[src/dsq_pkg.sv]
// shared constants, types and register map of the dual rail sequencer configuration
package dsq_pkg;
	localparam logic [7:0]  ADDR_RANGE      = 8'h30;
	localparam logic [7:0]  ADDR_TGT_MSB    = 8'h31;
	localparam logic [7:0]  ADDR_TGT_LOW    = 8'h32;
	localparam logic [7:0]  ADDR_NEG_DLY    = 8'h40;
	localparam logic [7:0]  ADDR_POS_DLY    = 8'h41;
	localparam int          RANGE_BIT       = 6;
	localparam int          MSB_BIT         = 0;
	localparam int          STARTUP_HI      = 7;
	localparam int          STARTUP_LO      = 4;
	localparam int          POWERDOWN_HI    = 3;
	localparam int          POWERDOWN_LO    = 0;
	localparam int          CODE_W          = 9;
	localparam logic [8:0]  CODE_FLOOR      = 9'h02d;
	localparam logic [15:0] STEP_MV         = 16'h000f;
	localparam logic [15:0] LOW_BASE_MV     = 16'h4272;
	localparam logic [15:0] HIGH_BASE_MV    = 16'h271a;
	localparam logic [7:0]  RDATA_RST       = 8'h00;
	localparam logic [8:0]  CODE_RST        = 9'h000;
	localparam logic [3:0]  DLY_RST         = 4'h0;
	localparam int          TICK_US         = 200;
	localparam int          CLK_PERIOD_NS   = 20;
	localparam int          TICK_CYCLES     = (TICK_US * 1000) / CLK_PERIOD_NS;

	typedef struct packed
	{
		logic       wr;
		logic       rd;
		logic [7:0] addr;
		logic [7:0] wdata;
	} dsq_reg_req_s;

	typedef enum logic [1:0]
	{
		ST_OFF     = 2'b00,
		ST_RAMP_UP = 2'b01,
		ST_ON      = 2'b11,
		ST_RAMP_DN = 2'b10
	} dsq_rail_state_e;
endpackage

[src/dsq_top.sv]
// register file, voltage decode and rail delay sequencing of the dual rail converter
//
// Operation
// RULE_01: negative target is 9-bit code, 15mV steps
// RULE_02: msb from 0x31 bit0, low byte 0x32
// RULE_03: host writes msb register before low byte
// RULE_04: all nine bits apply on low byte write
// RULE_05: low and high voltage range spans
// RULE_06: codes to 0x02D floor, then one step each
// RULE_07: 0x40[7:4] negative start-up delay
// RULE_08: 0x40[3:0] negative power-down delay
// RULE_09: 0x41[7:4] positive start-up delay
// RULE_10: 0x41[3:0] positive power-down delay
// RULE_11: 0x30 bit6 selects voltage range
// RULE_12: reset loads factory values, host overrides
// RULE_13: delays counted in 0.2ms ticks from edge
module dsq_top #(
	parameter int TICK_CYCLES = dsq_pkg::TICK_CYCLES,
	parameter int TICK_W      = 14
)(
	input  wire logic                 clock,
	input  wire logic                 nrst,
	input  wire dsq_pkg::dsq_reg_req_s reg_req,
	output logic [7:0]                reg_rdata_ff,
	input  wire logic [8:0]           otp_target_code,
	input  wire logic                 otp_range_select,
	input  wire logic [7:0]           otp_neg_delays,
	input  wire logic [7:0]           otp_pos_delays,
	input  wire logic                 rail_enable,
	output logic [8:0]                neg_rail_target_code_ff,
	output logic                      neg_rail_range_select_ff,
	output logic [15:0]               neg_rail_mv_ff,
	output logic                      otp_loaded_ff,
	output logic                      neg_rail_on_ff,
	output logic                      pos_rail_on_ff
);
	logic       msb_stage_ff;
	logic [2:0] msb_rsvd_ff;
	logic [7:0] neg_dly_ff;
	logic [7:0] pos_dly_ff;
	logic       nxt_msb_stage;
	logic [2:0] nxt_msb_rsvd;
	logic [7:0] nxt_neg_dly;
	logic [7:0] nxt_pos_dly;
	logic [8:0] nxt_code;
	logic       nxt_range;
	logic       nxt_loaded;
	logic [7:0] nxt_rdata;
	logic [15:0] nxt_mv;
	logic [15:0] base_mv;
	logic        wr_ok;

	// register writes, factory load and read data
	always_comb
	begin
		nxt_msb_stage = msb_stage_ff;
		nxt_msb_rsvd = msb_rsvd_ff;
		nxt_neg_dly = neg_dly_ff;
		nxt_pos_dly = pos_dly_ff;
		nxt_code = neg_rail_target_code_ff;
		nxt_range = neg_rail_range_select_ff;
		nxt_loaded = 1'b1;
		wr_ok = reg_req.wr && otp_loaded_ff;
		if (!otp_loaded_ff)
		begin
			nxt_code = otp_target_code; // RULE_12
			nxt_msb_stage = otp_target_code[8];
			nxt_range = otp_range_select;
			nxt_neg_dly = otp_neg_delays;
			nxt_pos_dly = otp_pos_delays;
		end
		if (wr_ok)
		begin
			unique case (reg_req.addr)
				dsq_pkg::ADDR_RANGE:
					nxt_range = reg_req.wdata[dsq_pkg::RANGE_BIT]; // RULE_11
				dsq_pkg::ADDR_TGT_MSB:
				begin
					// only staged here; the live code waits for the low byte
					nxt_msb_stage = reg_req.wdata[dsq_pkg::MSB_BIT]; // RULE_02
					nxt_msb_rsvd = reg_req.wdata[3:1];
				end
				dsq_pkg::ADDR_TGT_LOW:
					nxt_code = {msb_stage_ff, reg_req.wdata}; // RULE_04
				dsq_pkg::ADDR_NEG_DLY:
					nxt_neg_dly = reg_req.wdata; // RULE_07 RULE_08
				dsq_pkg::ADDR_POS_DLY:
					nxt_pos_dly = reg_req.wdata; // RULE_09 RULE_10
				default:
					nxt_loaded = 1'b1;
			endcase
		end
		nxt_rdata = dsq_pkg::RDATA_RST;
		if (reg_req.rd)
		begin
			unique case (reg_req.addr)
				dsq_pkg::ADDR_RANGE:
					nxt_rdata[dsq_pkg::RANGE_BIT] = neg_rail_range_select_ff;
				dsq_pkg::ADDR_TGT_MSB:
					nxt_rdata = {4'h0, msb_rsvd_ff, msb_stage_ff};
				dsq_pkg::ADDR_TGT_LOW:
					nxt_rdata = neg_rail_target_code_ff[7:0];
				dsq_pkg::ADDR_NEG_DLY:
					nxt_rdata = neg_dly_ff;
				dsq_pkg::ADDR_POS_DLY:
					nxt_rdata = pos_dly_ff;
				default:
					nxt_rdata = dsq_pkg::RDATA_RST;
			endcase
		end
	end

	always_ff @(posedge clock or negedge nrst)
	begin
		if (!nrst)
		begin
			msb_stage_ff <= 1'b0;
			msb_rsvd_ff <= 3'h0;
			neg_dly_ff <= {dsq_pkg::DLY_RST, dsq_pkg::DLY_RST};
			pos_dly_ff <= {dsq_pkg::DLY_RST, dsq_pkg::DLY_RST};
			neg_rail_target_code_ff <= dsq_pkg::CODE_RST;
			neg_rail_range_select_ff <= 1'b0;
			otp_loaded_ff <= 1'b0;
			reg_rdata_ff <= dsq_pkg::RDATA_RST;
		end
		else
		begin
			msb_stage_ff <= nxt_msb_stage;
			msb_rsvd_ff <= nxt_msb_rsvd;
			neg_dly_ff <= nxt_neg_dly;
			pos_dly_ff <= nxt_pos_dly;
			neg_rail_target_code_ff <= nxt_code;
			neg_rail_range_select_ff <= nxt_range;
			otp_loaded_ff <= nxt_loaded;
			reg_rdata_ff <= nxt_rdata;
		end
	end

	// target magnitude in millivolts from code and range
	always_comb
	begin
		base_mv = neg_rail_range_select_ff ? dsq_pkg::HIGH_BASE_MV
			: dsq_pkg::LOW_BASE_MV; // RULE_05 RULE_11
		if (neg_rail_target_code_ff <= dsq_pkg::CODE_FLOOR)
			nxt_mv = base_mv; // RULE_06
		else
			nxt_mv = base_mv + 16'(dsq_pkg::STEP_MV
				* 16'(neg_rail_target_code_ff - dsq_pkg::CODE_FLOOR)); // RULE_01
	end

	always_ff @(posedge clock or negedge nrst)
	begin
		if (!nrst)
			neg_rail_mv_ff <= dsq_pkg::LOW_BASE_MV;
		else
			neg_rail_mv_ff <= nxt_mv;
	end

	// timers stay off until the factory values are in place
	logic        en_q;
	logic [7:0]  dly [2];
	logic [1:0]  on_q;
	assign en_q = rail_enable && otp_loaded_ff;
	assign dly[0] = neg_dly_ff;
	assign dly[1] = pos_dly_ff;

	for (genvar g = 0; g < 2; g++)
	begin : g_rail
		dsq_rail_timer #(
			.TICK_CYCLES (TICK_CYCLES),
			.TICK_W      (TICK_W)
		) u_timer (
			.clock          (clock),
			.nrst           (nrst),
			.rail_enable    (en_q),
			.startup_code   (dly[g][dsq_pkg::STARTUP_HI:dsq_pkg::STARTUP_LO]),
			.powerdown_code (dly[g][dsq_pkg::POWERDOWN_HI:dsq_pkg::POWERDOWN_LO]),
			.rail_on_ff     (on_q[g])
		);
	end

	assign neg_rail_on_ff = on_q[0];
	assign pos_rail_on_ff = on_q[1];

	a_low_write_apply: assert property (@(posedge clock) disable iff (!nrst) // RULE_04
		reg_req.wr && otp_loaded_ff && reg_req.addr == dsq_pkg::ADDR_TGT_LOW
		|=> neg_rail_target_code_ff == {$past(msb_stage_ff), $past(reg_req.wdata)})
		else $error("low byte write did not apply nine bits");
	a_msb_write_stage: assert property (@(posedge clock) disable iff (!nrst) // RULE_02
		reg_req.wr && otp_loaded_ff && reg_req.addr == dsq_pkg::ADDR_TGT_MSB
		|=> $stable(neg_rail_target_code_ff) && msb_stage_ff == $past(reg_req.wdata[0]))
		else $error("msb write changed live code or was not staged");
	a_msb_read_back: assert property (@(posedge clock) disable iff (!nrst) // RULE_02
		reg_req.rd && reg_req.addr == dsq_pkg::ADDR_TGT_MSB
		|=> reg_rdata_ff[0] == $past(msb_stage_ff) && reg_rdata_ff[7:4] == 4'h0)
		else $error("msb read back wrong");
	a_floor_codes: assert property (@(posedge clock) disable iff (!nrst) // RULE_06
		neg_rail_target_code_ff <= 9'h02d && !neg_rail_range_select_ff
		|=> neg_rail_mv_ff == 16'd17010)
		else $error("floor code magnitude wrong");
	a_step_size: assert property (@(posedge clock) disable iff (!nrst) // RULE_01
		neg_rail_target_code_ff == 9'h06f && neg_rail_range_select_ff
		|=> neg_rail_mv_ff == 16'd11000)
		else $error("step of 15 mV not kept");
	a_top_code: assert property (@(posedge clock) disable iff (!nrst) // RULE_05
		neg_rail_target_code_ff == 9'h1ff ##1 neg_rail_target_code_ff == 9'h1ff
		|-> neg_rail_mv_ff == ($past(neg_rail_range_select_ff) ? 16'd17000 : 16'd24000))
		else $error("top code magnitude wrong");
	a_delay_write: assert property (@(posedge clock) disable iff (!nrst) // RULE_07
		reg_req.wr && otp_loaded_ff && reg_req.addr == dsq_pkg::ADDR_NEG_DLY
		|=> neg_dly_ff == $past(reg_req.wdata))
		else $error("delay register not written");
	a_otp_load: assert property (@(posedge clock) disable iff (!nrst) // RULE_12
		$rose(otp_loaded_ff) |-> neg_rail_target_code_ff == $past(otp_target_code)
			&& pos_dly_ff == $past(otp_pos_delays))
		else $error("factory values not loaded");
	c_nine_bit_write: cover property (@(posedge clock) disable iff (!nrst)
		reg_req.wr && reg_req.addr == dsq_pkg::ADDR_TGT_MSB ##[1:4]
		reg_req.wr && reg_req.addr == dsq_pkg::ADDR_TGT_LOW);
	c_high_range: cover property (@(posedge clock) disable iff (!nrst)
		$rose(neg_rail_range_select_ff));
	c_both_on: cover property (@(posedge clock) disable iff (!nrst)
		neg_rail_on_ff && pos_rail_on_ff);
endmodule

[src/dsq_rail_timer.sv]
// start-up and power-down delay timer for one rail
module dsq_rail_timer #(
	parameter int TICK_CYCLES = dsq_pkg::TICK_CYCLES,
	parameter int TICK_W      = 14
)(
	input  wire logic       clock,
	input  wire logic       nrst,
	input  wire logic       rail_enable,
	input  wire logic [3:0] startup_code,
	input  wire logic [3:0] powerdown_code,
	output logic            rail_on_ff
);
	dsq_pkg::dsq_rail_state_e state_ff;
	dsq_pkg::dsq_rail_state_e nxt_state;
	logic [TICK_W-1:0]        pre_ff;
	logic [TICK_W-1:0]        nxt_pre;
	logic [4:0]               left_ff;
	logic [4:0]               nxt_left;
	logic                     en_ff;
	logic                     nxt_rail_on;
	logic                     en_edge;

	always_comb
	begin
		en_edge = rail_enable ^ en_ff;
		nxt_state = state_ff;
		nxt_pre = pre_ff;
		nxt_left = left_ff;
		if (en_edge)
		begin
			// prescaler restarts on the edge so every delay is exact
			nxt_state = rail_enable ? dsq_pkg::ST_RAMP_UP : dsq_pkg::ST_RAMP_DN; // RULE_13
			nxt_pre = '0;
			nxt_left = {1'b0, rail_enable ? startup_code : powerdown_code} + 5'h01; // RULE_07
		end
		else if (state_ff == dsq_pkg::ST_RAMP_UP || state_ff == dsq_pkg::ST_RAMP_DN)
		begin
			if (pre_ff == TICK_W'(TICK_CYCLES - 1))
			begin
				nxt_pre = '0; // RULE_13
				nxt_left = left_ff - 5'h01;
				if (left_ff == 5'h01)
					nxt_state = (state_ff == dsq_pkg::ST_RAMP_UP) ? dsq_pkg::ST_ON
						: dsq_pkg::ST_OFF; // RULE_08
			end
			else
				nxt_pre = pre_ff + TICK_W'(1);
		end
		// the rail keeps its level while a delay runs and changes only when it ends
		nxt_rail_on = rail_on_ff;
		if (nxt_state == dsq_pkg::ST_ON)
			nxt_rail_on = 1'b1;
		else if (nxt_state == dsq_pkg::ST_OFF)
			nxt_rail_on = 1'b0; // RULE_08 RULE_10
	end

	always_ff @(posedge clock or negedge nrst)
	begin
		if (!nrst)
		begin
			state_ff <= dsq_pkg::ST_OFF;
			pre_ff <= '0;
			left_ff <= 5'h00;
			en_ff <= 1'b0;
			rail_on_ff <= 1'b0;
		end
		else
		begin
			state_ff <= nxt_state;
			pre_ff <= nxt_pre;
			left_ff <= nxt_left;
			en_ff <= rail_enable;
			rail_on_ff <= nxt_rail_on;
		end
	end

	// helper: cycles since the last enable edge and the delay code caught then
	int   wait_cnt;
	logic [3:0] code_cap;
	always_ff @(posedge clock or negedge nrst)
	begin
		if (!nrst)
		begin
			wait_cnt <= 0;
			code_cap <= 4'h0;
		end
		else if (en_edge)
		begin
			wait_cnt <= 1;
			code_cap <= rail_enable ? startup_code : powerdown_code;
		end
		else
			wait_cnt <= wait_cnt + 1;
	end

	a_startup_length: assert property (@(posedge clock) disable iff (!nrst) // RULE_09
		$rose(rail_on_ff) |-> wait_cnt == (int'(code_cap) + 1) * TICK_CYCLES + 1)
		else $error("start-up delay length wrong");
	a_powerdown_length: assert property (@(posedge clock) disable iff (!nrst) // RULE_10
		$fell(rail_on_ff) |-> wait_cnt == (int'(code_cap) + 1) * TICK_CYCLES + 1)
		else $error("power-down delay length wrong");
	a_edge_starts_wait: assert property (@(posedge clock) disable iff (!nrst) // RULE_13
		en_edge |=> (state_ff == dsq_pkg::ST_RAMP_UP || state_ff == dsq_pkg::ST_RAMP_DN)
			&& pre_ff == '0)
		else $error("enable edge did not start a delay");
	c_rail_up: cover property (@(posedge clock) disable iff (!nrst) $rose(rail_on_ff));
	c_rail_down: cover property (@(posedge clock) disable iff (!nrst) $fell(rail_on_ff));
endmodule

[config.mk]
export PLATFORM = sky130hd
export DESIGN_NAME = dsq_top
export DESIGN_NICKNAME = d
export VERILOG_FILES = /design/src/dsq_pkg.sv /design/src/dsq_top.sv /design/src/dsq_rail_timer.sv
export SDC_FILE = /design/constraint.sdc
export NUM_CORES = 1
export LEC_CHECK = 0
export ABC_CLOCK_PERIOD_IN_PS = 7700
export BUFFER_PORTS_ARGS = -buffer_cell sky130_fd_sc_hd__buf_4
export CORE_MARGIN = 2
export CORE_UTILIZATION = 30
export CTS_CLUSTER_DIAMETER = 100
export DETAILED_ROUTE_END_ITERATION = 6
export GPL_ROUTABILITY_DRIVEN = 1
export PLACE_DENSITY = 0.44
export SYNTH_ARGS = -nofsm -noshare
export SYNTH_HDL_FRONTEND = slang
export SYNTH_HIERARCHICAL = 1
export SYNTH_SLANG_ARGS = --single-unit
export TNS_END_PERCENT = 50
[constraint.sdc]
create_clock -name clock -period 7.7 [get_ports clock]
set_clock_uncertainty 0.15 [all_clocks]
set_input_delay 1.54 -clock clock [delete_from_list [all_inputs] [get_ports clock]]
set_output_delay 1.54 -clock clock [all_outputs]
set_load 0.005 [all_outputs]
Word level (Yosys, flattened, before mapping)
Index checks and enable logic that the tools add are counted.

word-level totals
  flip-flop bits (word level) = 100
  bits of input ports = 47
  output and inout bits = 37
  word-level logic and storage cells = 109

cells by class
  $add $sub $neg = 8
  $mul = 1
  magnitude comparators = 1
  equality and inequality tests = 15
  multiplexer cells = 50
  bitwise gates (word level) = 1
  reduce and logical (&&, ||, !) cells = 15

operators with widths
  cell                     number
  $mux W14                 6
  $mux W8                  7
  $mux W5                  6
  $add A14 B1 Y14 const B  2
  $eq A14 B14 Y1 const B   2
  $mux W9                  3
  $eq A8 B6 Y1 const B     3
  $pmux W6 S4              1
  $mux W2                  11
  $add A15 B16 Y16         1
  $eq A8 B7 Y1 const B     2
  $mux W16                 1
  $mul A5 B10 Y15 const A  1
  $mux W15                 1
  $reduce_bool A2 Y1       6
  $add A4 B1 Y5 const B    2
  $eq A5 B1 Y1 const B     2
  $mux W1                  10
  $sub A5 B1 Y5 const B    2
  $sub A9 B6 Y10 const B   1
  $le A9 B6 Y1 const B     1
  $eq A2 B2 Y1 const B     4
  $mux W4                  2
  $reduce_and A2 Y1        3
  7 further kinds          11

Longest topological paths before layout
  depth in word-level cells = 9
  mapped depth = 22
  mapped depth without buffers = 21

Hierarchy
Netlist, hierarchy kept.

by module, submodules not included
  module                               instances  cells an instance  area each (µm²)  seq. area each (µm²)
  dsq_top                              1          469                4413.0           1383.8
  dsq_rail_timer at g_rail[0].u_timer  1          157                1571.5           575.6
  dsq_rail_timer at g_rail[1].u_timer  1          151                1425.1           575.6

Worst setup path before layout
Ideal clock, no wire load.

  path kind = register to register
  from = reg neg_rail_target_code_ff[0]
  to = reg neg_rail_mv_ff[13]
  library setup time = 0.082 ns
  arrival = 5.228 ns
  data required time = 7.468 ns
  slack = 2.240 ns
  stages on the path, launching flop included = 23
  buffers on the path = 1
  clock period less this slack = 5.460 ns
  cell sequence = dfrtp_1 > buf_2 > inv_1 > ha_1 > and3b_1 > o21ai_0 > xor2_1 > ha_1 > ha_1 > xnor2_1 > fa_1 > inv_1 > ha_1 > nand2_1 > o21ai_0 > o21a_1 > xor2_1 > ha_1 > nand2_1 > a211oi_4 > a2111oi_4 > or4_1 > a31oi_1

on the way
  word-level cells in the longest chain between the ends = 4
  elaborated cells between the ends (all ways) = 5
  those cells by class = add/sub: 2; mul: 1; order compare: 1; mux: 1

ends and longest elaborated chain
  element                 line            text
  start, declared         dsq_top.sv:30   output logic [8:0] neg_rail_target_code_ff,
  start signal, assigned  dsq_top.sv:121  neg_rail_target_code_ff <= dsq_pkg::CODE_RST;
  start signal, assigned  dsq_top.sv:132  neg_rail_target_code_ff <= nxt_code;
  $sub A9 B6 Y10          dsq_top.sv:148  * 16'(neg_rail_target_code_ff - dsq_pkg::CODE_FLOOR));
  $mul A5 B10 Y15         dsq_top.sv:148
  $add A15 B16 Y16        dsq_top.sv:147  nxt_mv = base_mv + 16'(dsq_pkg::STEP_MV
  $mux W16 (*)            dsq_top.sv:144  if (neg_rail_target_code_ff <= dsq_pkg::CODE_FLOOR)
  named net nxt_mv[13]    dsq_top.sv:49   logic [15:0] nxt_mv;
  end signal, assigned    dsq_top.sv:154  neg_rail_mv_ff <= dsq_pkg::LOW_BASE_MV;
  end signal, assigned    dsq_top.sv:156  neg_rail_mv_ff <= nxt_mv;
  end, declared           dsq_top.sv:32   output logic [15:0] neg_rail_mv_ff,

Mark *: on every way through the listed nets, which the timed path passes. The rest lies on a longest branch.
A chain may end at the register's enable or synchronous reset.

Worst setup path after layout
Ends and elaborated chain as after synthesis.

==> metrics.yaml <==
outcome:
  status: "completed"
power:
  comb_power_share: 0.692
  cellPowerDensity_nw_per_um2: 466.6
  power.clock.fraction: 0.123
  swShare: 0.4634
  ir_worst_vdd_uv: 479.1
  power.internal_mw: 2.158
  p_seq_frac: 0.185
  p_leak_nw: 3.873
  p_sw_mw: 1.864
clock_tree:
  htreeDepth: 3
  cts_resized: 0
  clk_pin_slew_ns: 0.09
  cts_buffers: 9
  cts_hold_buf: 0
  clkLatencyLatePin_ns: 0.36
  cts_sinks: 101
  cts_tree: "yes"
  cts_setup_buffers: 0
  cts-root-buf: "clkbuf_16"
  cts_buffer_depth: 2
route:
  drt_iter0_drc: 346
  drt-wirelength-per-cell_um: 16.38
  met1_length_um: 9153
  routed_wl_um: 19240
  antenna_left: 0
  avgViaCountPerCell: 4.923
  drcViolationCount: 0
  wl_met3_um: 662
  dr.max_layer_used: "met4"
  num_vias: 5785
  firstDrtPassIters: 4
  dr_wl_met2_um: 9245
floorplan:
  die-height_um: 161.2
  core_region_area_um2: 24320
  die_area_um2: 25970
  fp.dieW_um: 161.2
  initial_core_util: 0.3047
  rows: 57
  io_pins: 84
synth:
  synth_top_area_cell: "dfrtp_1"
  yosysTopAreaCellShare: 0.3208
  yosys_register_bits: 101
  yosysSeqAreaShare: 0.3421
  synth-edff-count: 0
  synthArstFlopShare: 1.000
  syn-instance-count: 777
  synth.area.top_cells: "dfrtp_1 32%, ha_1 8.8%, mux2i_1 5.0%, xnor2_1 3.7%, a21oi_1 3.4%"
  ys_types: 85
  ys_warn_count: 6
  synth_nets: 887
  synth-main-ff-cell: "dfrtp_1"
  synth_area_um2: 7410
  avgSynthCellArea_um2: 9.536
global_route:
  grt_max_degree: 62
  antenna_found_initial: 0
  grt_usage: 0.1538
  grt_pass1_wl_um: 31950
  grt-ovfl-total: 0
  first_global_vias: 5905
timing:
  finalMaxSlewViolations: 0
  slew_headroom: 0.3567
  hold_violations: 0
  final-setup-viol-count: 0
  min_period_over_period: 0.7767
  rsz0062_at_grt: "no"
  worst_slew_pin_slew_ns: 0.9649
  worst_slack_ns: 1.720
  min_period_ns: 5.981
  fin_setup_tns_ns: 0
  fmax_mhz: 167.2
placed_design:
  dpl_cell_area_um2: 8307
  dp_slack_ns: 1.769
  numPortBuffers: 83
  placedCellCount: 1159
  place.gp.congestion: 0.7648
  hpwl_um: 14530
final_layout:
  n_fill_cell: 2473
  final_cell_mix: "94 x dfrtp_1, 85 x buf_4, 66 x nor2_1, 58 x nand2_1, 55 x inv_1"
  multi_input_area_um2: 4521
  syn_to_final_growth_pct: 16.33
  drive_above_1_share: 0.1774
  num_antenna_cells: 0
  stdcell_count: 1175
  layout_commonest_cell: "dfrtp_1"
  nets: 956
  seqCellArea_um2: 2536
  final_area_um2: 8620
critical_path:
  path_buf_inv: 2
  worstSetupEndpointType: "register"
  crit_path_frequent_cell: "ha_1"
  start_kind: "register"
  slowest_delay_ns: 0.52
  worstPathRequired_ns: 7.82
  crit_path_top_delay_cell: "dfrtp_1"
  critPathKind: "reg -> reg"
  crit_fanout: 10
  worstPathCellList: "inv_1 > ha_1 > and3b_1 > o21ai_0 > xor2_1 > ha_1 > ha_1 > xnor2_1 > fa_1 > inv_1 > ha_1 > nand2_1 > o21ai_0 > o21a_1 > xor2_1 > ha_1 > nand2_1 > a211oi_4 > a2111oi_4 > or4_1 > a31oi_1"
  path_delay_family: "adder cells"
  arrival_ns: 6.10
hold_path:
  min_path_type: "reg -> reg"
job:
  drv_cap: 0
state kept, by name, indices dropped and copies added, names as in the netlist, 2 cells and up:
signal                     count
g_rail.u_timer/pre_ff         28
neg_rail_mv_ff                16
g_rail.u_timer/left_ff        10
neg_rail_target_code_ff        9
neg_dly_ff                     8
pos_dly_ff                     8
reg_rdata_ff                   8
g_rail.u_timer/state_ff        4
msb_rsvd_ff                    3
g_rail.u_timer/en_ff           2
g_rail.u_timer/rail_on_ff      2
power by group through the flow:
stage	logic, mW	registers, mW	clock network, mW
6_report	2.78	0.743	0.495
2_1_floorplan	2.22	0.729	0
3_3_place_gp	2.80	0.755	0
5_1_grt	3.15	0.758	0.531
3_5_place_dp	2.80	0.755	0
4_1_cts	2.81	0.745	0.514
final cells by class:
type,instances,area share
timing repair buffer,85,0.07403
tap,324,0.04703
multi-input combinational,594,0.5245
inverter,55,0.02395
clock inverter,7,0.01016
sequential,101,0.2942
clock buffer,9,0.02613
final timing paths:
| path | from | end | slack [ns] | cells after the start |
|---|---|---|---|---|
| min in group asynchronous | nrst | g_rail[0].u_timer/pre_ff[9] | 1.00 | 1 |
| min | msb_rsvd_ff[1] | msb_rsvd_ff[1] | 0.37 | 1 |
| max in group asynchronous | nrst | otp_loaded_ff | 5.11 | 2 |
| min reg2reg | msb_rsvd_ff[1] | msb_rsvd_ff[1] | 0.37 | 1 |
| max | neg_rail_target_code_ff[0] | neg_rail_mv_ff[13] | 1.72 | 21 |
| max reg2reg | neg_rail_target_code_ff[0] | neg_rail_mv_ff[13] | 1.72 | 21 |
metal layers:
metal  up-vias  GRT usage
li1       2931          -
met1      2759     0.2093
met2        85     0.2599
met3        10    0.02183
met4         0    0.03490
met5         -          0
through the flow:
step | hold WS [ns] | util | total power [mW]
after floorplan | 0.3310 | - | 2.950
after global placement | 0.3453 | 0.3416 | 3.552
after detailed placement | 0.3503 | 0.3416 | 3.553
after CTS | 0.3714 | 0.3544 | 4.074
after global routing | 0.3816 | 0.3544 | 4.442
final | 0.3665 | 0.3544 | 4.022
Yosys cell counts, drive strengths merged (9+ instances only):
library cell and instances:
mux2i 37, dfrtp 95, and2 10, ha 52, a211oi 10, a31oi 9, nor2 66, inv 55
nand2 58, a21oi 50, o21ai 29, nor3 12, xor2 21, nand4 15, fa 11, mux2 14
nand3 19, and3 11, or3 10, clkbuf 19, xnor2 32
logic make-up (layout without fill, tap and decap cells):
logic type               after synthesis  after routing  synth area share
AO/OA/AOI/OAI                        164            164            0.1550
XOR/XNOR                              54             54           0.06704
adder cells (fa/ha/maj)               63             63            0.1175
buffers and inverters                 82            156           0.04779
flip-flops                           101            101            0.3421
multiplexers                          51             51           0.07126
other                                  1              1         0.0005061
AND/OR/NAND/NOR                      261            261            0.1988
No activity file was read; power rests on OpenSTA's default activity.
